## src/shared/port_filter_regs.svh

```systemverilog
`ifndef PORT_FILTER_REGS_SVH
`define PORT_FILTER_REGS_SVH
// register byte offsets on the apb bus
`define OFS_INPUT_LEVEL     12'h000
`define OFS_DIRECTION       12'h004
`define OFS_OUTPUT_DATA     12'h008
`define OFS_IRQ_ENABLE      12'h00c
`define OFS_IRQ_FLAG        12'h010
`define OFS_IRQ_MASK        12'h014
`define OFS_IRQ_POLARITY    12'h018
`define OFS_SERIAL_OVR      12'h01c
`define OFS_POWER_MODE      12'h020
// reset values
`define RST_DIRECTION       6'h00
`define RST_OUTPUT_DATA     6'h00
`define RST_IRQ_ENABLE      6'h00
`define RST_IRQ_MASK        6'h00
`define RST_IRQ_POLARITY    6'h00
// power mode field
`define POWER_STOP_BIT      0
// serial override fields: enable in [5:0], forced direction in [13:8]
`define SOVR_EN_LSB         0
`define SOVR_DIR_LSB        8
// filter sample counts
`define FILTER_SAMPLES      4
`define FILTER_CNT_W        3
`endif

```

## src/shared/port_filter_pkg.sv

```systemverilog
package port_filter_pkg;
   // filter phase: waiting for passive run, then for active run
   typedef enum logic [1:0] {seek_passive, seek_active, edge_hit} filter_state_type;
endpackage : port_filter_pkg

```

## src/rtl/port_pin_io_and_edge_filter.sv

```systemverilog
// Contract
// - input register reads buffered pin level, outputs included.
// - direction bit 1 makes output, 0 input; bits 7:6 read zero.
// - enabled serial peripheral forces direction; stored bit unchanged.
// - direction register read and written at any time.
// - valid edge: 4 passive samples then 4 active samples.
// - run and wait modes sample filters on bus clock.
// - stop mode samples filters from internal rc oscillator.
// - stop-mode oscillator runs only if count<=4, enabled, flag clear.
//
// Our own choices: the APB slave port and the address map.
`timescale 1ns/10ps
`default_nettype none
`include "port_filter_regs.svh"
module port_pin_io_and_edge_filter
   import port_filter_pkg::*;
#(
   parameter int PINS = 6
)
(
   input  wire logic              pclk,
   input  wire logic              presetn,
   input  wire logic              psel,
   input  wire logic              penable,
   input  wire logic              pwrite,
   input  wire logic [11:0]       paddr,
   input  wire logic [31:0]       pwdata,
   input  wire logic [3:0]        pstrb,
   output logic      [31:0]       prdata,
   output logic                   pready,
   output logic                   pslverr,
   input  wire logic [PINS-1:0]   pin_in,
   output logic      [PINS-1:0]   pin_out,
   output logic      [PINS-1:0]   pin_oe_n,
   input  wire logic              serial_enable,
   input  wire logic [PINS-1:0]   serial_pin_used,
   input  wire logic [PINS-1:0]   serial_pin_dir,
   input  wire logic              rc_osc_tick,
   output logic                   rc_osc_run,
   output logic                   irq
);
   logic [PINS-1:0]   port_m_input_level;
   logic [PINS-1:0]   port_m_direction;
   logic [PINS-1:0]   port_output_data_reg;
   logic [PINS-1:0]   pin_irq_enable;
   logic [PINS-1:0]   pin_irq_flag;
   logic [PINS-1:0]   irq_mask;
   logic [PINS-1:0]   irq_polarity;
   logic [PINS-1:0]   sovr_en;
   logic [PINS-1:0]   sovr_dir;
   logic              stop_mode;
   logic [PINS-1:0]   next_direction;
   logic [PINS-1:0]   next_output_data;
   logic [PINS-1:0]   next_irq_enable;
   logic [PINS-1:0]   next_irq_flag;
   logic [PINS-1:0]   next_irq_mask;
   logic [PINS-1:0]   next_irq_polarity;
   logic [PINS-1:0]   next_sovr_en;
   logic [PINS-1:0]   next_sovr_dir;
   logic              next_stop_mode;
   logic [31:0]       next_prdata;
   logic              next_pslverr;
   logic              next_pready;
   logic [PINS-1:0]   eff_dir;
   logic [PINS-1:0]   valid_edge;
   logic [PINS-1:0]   count_low;
   logic              sample_tick;
   logic              wr_lo;
   logic              wr_hi;
   logic              access;

   // widen a pin vector into a bus word, upper bits zero
   function automatic logic [31:0] word_of(input logic [PINS-1:0] v);
      word_of = 32'h0000_0000;
      word_of[PINS-1:0] = v;
   endfunction : word_of

   // filter clock source: bus clock in run/wait, rc tick in stop
   assign sample_tick = stop_mode ? rc_osc_tick : 1'b1;

   // one edge filter per pin
   genvar g;
   generate
      for (g = 0; g < PINS; g++)
      begin : gen_filter
         pin_edge_filter u_filter (
            .pclk        (pclk),
            .presetn     (presetn),
            .sample_tick (sample_tick),
            .pin_level   (port_m_input_level[g]),
            .active_high (irq_polarity[g]),
            .valid_edge  (valid_edge[g]),
            .count_low   (count_low[g])
         );
      end
   endgenerate

   // effective direction with serial peripheral override
   always_comb
   begin
      eff_dir = port_m_direction;
      if (serial_enable)
         eff_dir = (port_m_direction & ~sovr_en & ~serial_pin_used)
                   | (serial_pin_dir & (sovr_en | serial_pin_used));
   end

   assign access = psel && penable && pready;
   assign wr_lo  = access && pwrite && pstrb[0];
   assign wr_hi  = access && pwrite && pstrb[1];

   // register file next values and read mux
   always_comb
   begin
      next_direction    = port_m_direction;
      next_output_data  = port_output_data_reg;
      next_irq_enable   = pin_irq_enable;
      next_irq_mask     = irq_mask;
      next_irq_polarity = irq_polarity;
      next_sovr_en      = sovr_en;
      next_sovr_dir     = sovr_dir;
      next_stop_mode    = stop_mode;
      next_irq_flag     = pin_irq_flag;
      next_prdata       = prdata;
      next_pslverr      = 1'b0;
      next_pready       = psel && !penable;
      if (wr_lo && paddr == `OFS_DIRECTION)
         next_direction = pwdata[PINS-1:0];
      else if (wr_lo && paddr == `OFS_OUTPUT_DATA)
         next_output_data = pwdata[PINS-1:0];
      else if (wr_lo && paddr == `OFS_IRQ_ENABLE)
         next_irq_enable = pwdata[PINS-1:0];
      else if (wr_lo && paddr == `OFS_IRQ_FLAG)
         next_irq_flag = pin_irq_flag & ~pwdata[PINS-1:0];
      else if (wr_lo && paddr == `OFS_IRQ_MASK)
         next_irq_mask = pwdata[PINS-1:0];
      else if (wr_lo && paddr == `OFS_IRQ_POLARITY)
         next_irq_polarity = pwdata[PINS-1:0];
      else if (access && pwrite && paddr == `OFS_SERIAL_OVR)
      begin
         if (wr_lo)
            next_sovr_en = pwdata[`SOVR_EN_LSB +: PINS];
         if (wr_hi)
            next_sovr_dir = pwdata[`SOVR_DIR_LSB +: PINS];
      end
      else if (wr_lo && paddr == `OFS_POWER_MODE)
         next_stop_mode = pwdata[`POWER_STOP_BIT];
      // set wins over a clear in the same cycle
      next_irq_flag = next_irq_flag | valid_edge;
      if (psel && !penable && !pwrite)
      begin
         if (paddr == `OFS_INPUT_LEVEL)
            next_prdata = word_of(port_m_input_level);
         else if (paddr == `OFS_DIRECTION)
            next_prdata = word_of(port_m_direction);
         else if (paddr == `OFS_OUTPUT_DATA)
            next_prdata = word_of(port_output_data_reg);
         else if (paddr == `OFS_IRQ_ENABLE)
            next_prdata = word_of(pin_irq_enable);
         else if (paddr == `OFS_IRQ_FLAG)
            next_prdata = word_of(pin_irq_flag);
         else if (paddr == `OFS_IRQ_MASK)
            next_prdata = word_of(irq_mask);
         else if (paddr == `OFS_IRQ_POLARITY)
            next_prdata = word_of(irq_polarity);
         else if (paddr == `OFS_SERIAL_OVR)
            next_prdata = word_of(sovr_en) | (word_of(sovr_dir) << `SOVR_DIR_LSB);
         else if (paddr == `OFS_POWER_MODE)
            next_prdata = {31'h0, stop_mode};
         else
            next_prdata = 32'h0000_0000;
      end
      if (psel && !penable)
         next_pslverr = !(paddr == `OFS_INPUT_LEVEL || paddr == `OFS_DIRECTION
                          || paddr == `OFS_OUTPUT_DATA || paddr == `OFS_IRQ_ENABLE
                          || paddr == `OFS_IRQ_FLAG || paddr == `OFS_IRQ_MASK
                          || paddr == `OFS_IRQ_POLARITY || paddr == `OFS_SERIAL_OVR
                          || paddr == `OFS_POWER_MODE);
      else if (psel && penable && !pready)
         next_pslverr = pslverr;
   end

   // register everything; pins and status sampled each clock
   always_ff @(posedge pclk or negedge presetn)
   begin
      if (!presetn)
      begin
         port_m_input_level   <= '0;
         port_m_direction     <= `RST_DIRECTION;
         port_output_data_reg <= `RST_OUTPUT_DATA;
         pin_irq_enable       <= `RST_IRQ_ENABLE;
         pin_irq_flag         <= '0;
         irq_mask             <= `RST_IRQ_MASK;
         irq_polarity         <= `RST_IRQ_POLARITY;
         sovr_en              <= '0;
         sovr_dir             <= '0;
         stop_mode            <= 1'b0;
         prdata               <= 32'h0000_0000;
         pready               <= 1'b0;
         pslverr              <= 1'b0;
         pin_out              <= '0;
         pin_oe_n             <= '1;
         rc_osc_run           <= 1'b0;
         irq                  <= 1'b0;
      end
      else
      begin
         port_m_input_level   <= pin_in;
         port_m_direction     <= next_direction;
         port_output_data_reg <= next_output_data;
         pin_irq_enable       <= next_irq_enable;
         pin_irq_flag         <= next_irq_flag;
         irq_mask             <= next_irq_mask;
         irq_polarity         <= next_irq_polarity;
         sovr_en              <= next_sovr_en;
         sovr_dir             <= next_sovr_dir;
         stop_mode            <= next_stop_mode;
         prdata               <= next_prdata;
         pready               <= next_pready;
         pslverr              <= next_pslverr;
         pin_out              <= port_output_data_reg;
         pin_oe_n             <= ~eff_dir;
         rc_osc_run           <= stop_mode
                                 && |(count_low & pin_irq_enable & ~pin_irq_flag);
         irq                  <= |(next_irq_flag & pin_irq_enable & irq_mask);
      end
   end
endmodule : port_pin_io_and_edge_filter
`default_nettype wire

```

## src/rtl/pin_edge_filter.sv

```systemverilog
`timescale 1ns/10ps
`default_nettype none
`include "port_filter_regs.svh"
module pin_edge_filter
   import port_filter_pkg::*;
(
   input  wire logic       pclk,
   input  wire logic       presetn,
   input  wire logic       sample_tick,
   input  wire logic       pin_level,
   input  wire logic       active_high,
   output logic            valid_edge,
   output logic            count_low
);
   filter_state_type            state;
   filter_state_type            next_state;
   logic [`FILTER_CNT_W-1:0]    count;
   logic [`FILTER_CNT_W-1:0]    next_count;
   logic                        is_active;

   // next state of the passive/active run counter
   always_comb
   begin
      is_active  = (pin_level == active_high);
      next_state = state;
      next_count = count;
      if (sample_tick)
      begin
         case (state)
            seek_passive:
            begin
               if (is_active)
                  next_count = '0;
               else if (count == 3'(`FILTER_SAMPLES - 1))
               begin
                  next_state = seek_active;
                  next_count = '0;
               end
               else
                  next_count = count + 3'd1;
            end
            seek_active:
            begin
               // passive samples between the runs are allowed
               if (!is_active)
                  next_count = '0;
               else if (count == 3'(`FILTER_SAMPLES - 1))
               begin
                  next_state = edge_hit;
                  next_count = '0;
               end
               else
                  next_count = count + 3'd1;
            end
            default:
            begin
               next_state = seek_passive;
               next_count = is_active ? 3'd0 : 3'd1;
            end
         endcase
      end
   end

   // register the filter state
   always_ff @(posedge pclk or negedge presetn)
   begin
      if (!presetn)
      begin
         state      <= seek_passive;
         count      <= '0;
         valid_edge <= 1'b0;
         count_low  <= 1'b1;
      end
      else
      begin
         state      <= next_state;
         count      <= next_count;
         valid_edge <= sample_tick && (state == seek_active) && is_active
                       && (count == 3'(`FILTER_SAMPLES - 1));
         count_low  <= (next_count <= 3'(`FILTER_SAMPLES));
      end
   end
endmodule : pin_edge_filter
`default_nettype wire

```

## config.mk

```make
export PLATFORM = sky130hd
export DESIGN_NAME = port_pin_io_and_edge_filter
export DESIGN_NICKNAME = d
export VERILOG_FILES = /design/src/shared/port_filter_pkg.sv /design/src/rtl/port_pin_io_and_edge_filter.sv /design/src/rtl/pin_edge_filter.sv
export VERILOG_INCLUDE_DIRS = /design/src /design/src/shared
export SDC_FILE = /design/constraint.sdc
export NUM_CORES = 1
export LEC_CHECK = 0
export BUFFER_PORTS_ARGS = -buffer_cell sky130_fd_sc_hd__buf_4
export CORE_MARGIN = 1.5
export CORE_UTILIZATION = 55
export CTS_CLUSTER_DIAMETER = 200
export CTS_CLUSTER_SIZE = 10
export DETAILED_ROUTE_END_ITERATION = 12
export PLACE_DENSITY_LB_ADDON = 0.25
export SYNTH_ARGS = -nofsm -noshare
export SYNTH_HDL_FRONTEND = slang
export SYNTH_SLANG_ARGS = --single-unit
```

## constraint.sdc

```tcl
create_clock -name pclk -period 2.91 [get_ports pclk]
set_clock_uncertainty 0.1 [all_clocks]
set_input_delay 0.1455 -clock pclk [delete_from_list [all_inputs] [get_ports pclk]]
set_output_delay 0.1455 -clock pclk [all_outputs]
set_load 0.02 [all_outputs]
```

After elaboration in Yosys (flattened, before gate mapping)
Index checks and enable logic that the tools add are counted.
{"block": "classes", "add_sub_neg": 6, "multipliers": 0, "div_mod_pow": 0, "magnitude_cmp": 6, "eq_ne": 51, "shift": 0, "muxes": 83, "bitwise_logic": 24, "n_reduce_logical": 69}
{"cell": "2-to-1 mux 14 bit", "n": 8}
{"cell": "2-to-1 mux 3 bit", "n": 24}
{"cell": "AND 6 bit", "n": 8}
{"cell": "== test 12 x 5 -> 1 bit, second input constant", "n": 4}
{"cell": "2-to-1 mux 2 bit", "n": 24}
{"cell": "case mux 3 bit (2 select lines)", "n": 6}
{"cell": "logical AND 1 bit", "n": 35}
{"cell": "AND reduction 5 bit", "n": 7}
{"cell": "2-to-1 mux 6 bit", "n": 5}
{"cell": "NOT 6 bit", "n": 5}
{"cell": "!= test 2 bit, second input constant", "n": 13}
{"cell": "== test 12 x 4 -> 1 bit, second input constant", "n": 2}
{"cell": "!= test 2 x 1 -> 1 bit, second input constant", "n": 12}
{"cell": "case mux 2 bit (2 select lines)", "n": 6}
{"cell": "AND reduction 8 bit", "n": 3}
{"cell": "adder 3 x 1 -> 3 bit, second input constant", "n": 6}
{"cell": "== test 3 x 2 -> 1 bit, second input constant", "n": 6}
{"cell": "<= comparator 3 bit, second input constant", "n": 6}
{"cell": "OR 6 bit", "n": 3}
{"cell": "OR 6 x 14 -> 14 bit", "n": 1}
{"cell": "== test 12 x 3 -> 1 bit, second input constant", "n": 1}
{"cell": "== test 12 x 6 -> 1 bit, second input constant", "n": 1}
{"cell": "== test 2 x 1 -> 1 bit, second input constant", "n": 6}
{"cell": "zero test 12 bit", "n": 1}
{"cell": "other kinds (10)", "n": 46}
{"block": "totals", "ff_bits": 145, "latchBits": 0, "mem_bits_rw": 0, "romBits": 0, "inputBits": 73, "out_inout_bits": 48, "wordCells": 280, "memories": 0}

Longest topological paths before layout
{"block": "logic_depth", "word_depth": 13, "depth_mapped": 8, "ltp_nobuf": 6}

Cells and area by module
Synthesis repeated with hierarchy kept, for this count alone.
{"block": "hier_totals", "hier_cells": 563, "hier_area_um2": 6234.7}
{"module": "port_pin_io_and_edge_filter", "instances": 1, "cells_each": 365, "area_per_inst_um2": 4080.2, "seq_area_each_um2": 2084.5}
{"module": "pin_edge_filter", "instances": 6, "cells_each": 33, "area_per_inst_um2": 359.1, "seq_area_each_um2": 176.4}

Worst setup path after synthesis
OpenSTA, ideal clock, no wires.
{"block": "synth_timing", "path_kind": "reg2reg", "from": "register pready", "to": "register irq", "setup_time_ns": 0.126, "arrival_time_ns": 1.744, "t_required_ns": 2.684, "slack_ns": 0.940, "path_stages_with_launch": 7, "n_path_buf": 0, "path_cell_list": "dfrtp_1 > and4_1 > nand2_1 > nor3_2 > nand2_1 > a21o_1 > a221o_1"}
{"block": "synth_via", "elab_chain_len": 12, "elab_cells_between_ends": 15}
{"item": "start, declared", "line": "port_pin_io_and_edge_filter.sv:30", "text": "output logic pready,"}
{"item": "start signal, assigned", "line": "port_pin_io_and_edge_filter.sv:218", "text": "pready <= next_pready;"}
{"item": "logical AND 1 bit *", "line": "port_pin_io_and_edge_filter.sv:107", "text": "assign access = psel && penable && pready;"}
{"item": "logical AND 1 bit * (2 in a row)", "line": "port_pin_io_and_edge_filter.sv:108", "text": "assign wr_lo = access && pwrite && pstrb[0];"}
{"item": "logical AND 1 bit (no line)"}
{"item": "2-to-1 mux 6 bit", "line": "port_pin_io_and_edge_filter.sv:132", "text": "else if (wr_lo && paddr == `OFS_IRQ_FLAG)"}
{"item": "2-to-1 mux 6 bit", "line": "port_pin_io_and_edge_filter.sv:130", "text": "else if (wr_lo && paddr == `OFS_IRQ_ENABLE)"}
{"item": "2-to-1 mux 6 bit", "line": "port_pin_io_and_edge_filter.sv:128", "text": "else if (wr_lo && paddr == `OFS_OUTPUT_DATA)"}
{"item": "2-to-1 mux 6 bit *", "line": "port_pin_io_and_edge_filter.sv:126", "text": "if (wr_lo && paddr == `OFS_DIRECTION)"}
{"item": "OR 6 bit *", "line": "port_pin_io_and_edge_filter.sv:148", "text": "next_irq_flag = next_irq_flag | valid_edge;"}
{"item": "via next_irq_flag[5]", "line": "port_pin_io_and_edge_filter.sv:55", "text": "logic [PINS-1:0] next_irq_flag;"}
{"item": "AND 6 bit * (2 in a row)", "line": "port_pin_io_and_edge_filter.sv:224", "text": "irq <= |(next_irq_flag & pin_irq_enable & irq_mask);"}
{"item": "OR reduction 6 bit *", "line": "port_pin_io_and_edge_filter.sv:224"}
{"item": "end signal, assigned", "line": "port_pin_io_and_edge_filter.sv:224"}
{"item": "end, declared", "line": "port_pin_io_and_edge_filter.sv:40", "text": "output logic irq"}
The timed path passes the listed nets; every way through them passes the cells marked *.
A chain may end at the register's enable or synchronous reset.

Worst setup path in the final report
Ends and elaborated chain as after synthesis.

==> out/qor.yml <==
first_global_vias: 4642
drive_gt1_share_pct: 26.9
synthTopCellsByArea: "dfrtp_1 (48%), mux2_2 (7.9%), dfstp_2 (5.4%)"
slew_headroom_pct: 36.7
yosys.area.top_type: "dfrtp_1"
drc_errors: 0
clk_path_buf_depth: 2
num_io_pins: 121
viasPerCell: 5.74
clock-sinks: 125
start_util_pct: 56.8
ys_types: 60
largest_reg_flops: 18
grt_pass1_wl_microns: 23300
ys_warn_count: 0
async_reset_ff_share_pct: 100
avgSynthCellArea_sq_um: 11.0
path_clk_slew_ps: 60
grt_max_degree: 59
die_w_microns: 106
syn_to_final_growth_pct: 29.0
finalWirelength_microns: 14400
synth_compound_area_share_pct: 12.8
power_leakage_uw: 0.00359
r2r_start: "pready"
cp.required_ps: 3200
critPathMaxFanout: 7
dieHeight_microns: 106
fp-row-count: 37
finalSetupViolCount: 0
ys.flop_type: "dfrtp_1"
cts_resized: 0
placed_cell_area_sq_um: 6530
layout_common_cells: "dfrtp_1 (113), buf_4 (83), nand2_1 (61)"
synth_top_area_share_pct: 48.3
finalCritPeriodShare_pct: 79.4
synth_seq_cells: 125
power.density_nw_per_um2: 652
crit_end: "irq"
ctsHtreeMaxLevel: 4
antenna_found_initial: 0
core_sq_um: 10300
antennaDiodeCount: 0
startpoint: "pready"
tightest_slew_ps: 947
r2r_end: "irq"
cts_root_buffer: "clkbuf_8"
r2r_cells: 6
cp.arrival_ps: 2590
start_kind: "register"
fin_area_sq_um: 7560
ys_seq_area_share_pct: 53.6
synthAdderAreaFrac_pct: 1.28
vias: 4637
gp_congestion: 0.885
rrSetupSlack_ps: 600
regMostFlops: "gen_filter.u_filter.count"
first_pass_iters: 5
die_area_sq_um: 11300
synthMuxAreaShare_pct: 10.7
hp-class: "in2reg"
cts_buffers: 17
max_clock_freq_mhz: 433
rsz0062_at_grt: "no"
clkLatencyLatePin_ps: 510
ir_drop_mv: 0.340
cts_tree: "done"
drtIter0Drc: 318
synth_xor_area_share_pct: 1.79
finalCriticalPeriod_ps: 2310
synth-simple-area-share_pct: 15.0
slew_viol_final: 0
nNetsFinal: 738
synth_top_family_by_area: "simple AND/OR/NAND/NOR gates"
place.detailed.hpwl_microns: 9650
gr-total-overflow: 0
grt_usage_pct: 26.9
synth_enable_flop_cells: 0
end_kind: "register"
ant_nets: 0
routedWlPerCell_microns: 17.8
syn_area_sq_um: 5860
status: "complete, no violations"
fillers: 662
critical_path_class: "reg2reg"
buffer_ports.inserted: 78
layout_commonest_cell: "dfrtp_1"
cap_violations: 0
largestRegisters: "gen_filter.u_filter.count (18), gen_filter.u_filter.state (12), prdata (12)"
final_cell_count_no_fill: 808
place_inst: 737
setup_tns_ps: 0
syn_inst: 532
timing_hold_violations_final: 0
-- per-stage QoR --
| step | utilization [%] | hold slack, ps | total power, uW | setup WS, ps |
|---|---|---|---|---|
| 2_1_floorplan | - | -250 | 2440 | 940 |
| 6_report | 73.2 | 61.1 | 4930 | 601 |
| 5_1_grt | 73.2 | 67.3 | 5140 | 505 |
| 3_5_place_dp | 63.3 | -15.2 | 2670 | 571 |
| 3_3_place_gp | 63.3 | -19.0 | 2610 | 600 |
| 4_1_cts | 73.2 | 18.2 | 4960 | 637 |
-- logic make-up after synthesis --
logic type / Yosys count
simple gates: 164
flops: 125
compound gates: 119
mux: 55
buf+inv: 50
xor+xnor: 12
fa+ha+maj: 6
other cells: 1
-- cell type report --
type | count | area, sq um | share of cell area [%]
clock buffer | 17 | 414 | 5.48
clock inverter | 15 | 221 | 2.93
inverter | 16 | 60.1 | 0.794
multi-input combinational | 376 | 2520 | 33.3
sequential | 125 | 3140 | 41.6
tap | 136 | 170 | 2.25
timing repair buffer | 123 | 1030 | 13.7
-- Yosys cell counts (3+ instances only) --
library cell	count
inv_1	16
dfstp_2	12
nor2b_1	9
xor2_1	8
nand3_1	12
mux2i_1	12
and3_1	6
a21o_1	12
and2_1	4
ha_1	6
nor3_1	8
nor4_4	3
nor4_1	4
mux2_2	41
nand4_1	4
or3_1	3
o21a_1	7
o21ai_0	51
dfrtp_1	113
nand2_1	61
buf_4	20
nor2_1	22
nand2b_1	13
o41ai_1	3
o22ai_1	6
clkbuf_1	11
a21oi_1	15
xnor2_1	4
-- worst min-delay path by stage --
stage	end	cells after the start	start	slack, ps
after floorplan	gen_filter[0].u_filter.count[0]	0	presetn	-250
after global placement	sovr_en[2]	1	presetn	-20
after detailed placement	sovr_en[2]	1	presetn	-20
after CTS	sovr_dir[1]	4	pstrb[1]	20
after global routing	sovr_dir[0]	4	pstrb[1]	70
final	stop_mode	4	pstrb[0]	60
-- critical path, stage by stage (launching register included) --
cell and delay, ps:
dfrtp_1 370, and4_1 320, nand2_1 330, nor3_2 400, nand2_1 110, a21o_1 210
a221o_1 350
-- where the power goes --
part           switching, uW  internal, uW
clock                    769          1470
combinational            376           307
sequential               120          1880
-- routing by layer --
| layer | part of all wire [%] | global-route usage, % | vias to the layer above | wire length, microns |
|---|---|---|---|---|
| li1 | - | - | 2131 | - |
| met1 | 42 | 33.9 | 2282 | 6000 |
| met2 | 51 | 45.7 | 190 | 7270 |
| met3 | 5.4 | 5.82 | 34 | 779 |
| met4 | 2.2 | 9.94 | 0 | 315 |
| met5 | 0 | 0 | - | 0 |
-- timing repair --
action	CTS	global route
hold endpoints to repair	189	0
buffers inserted	0	0
hold buffers	39	0
No activity file was read; power rests on OpenSTA's default activity.
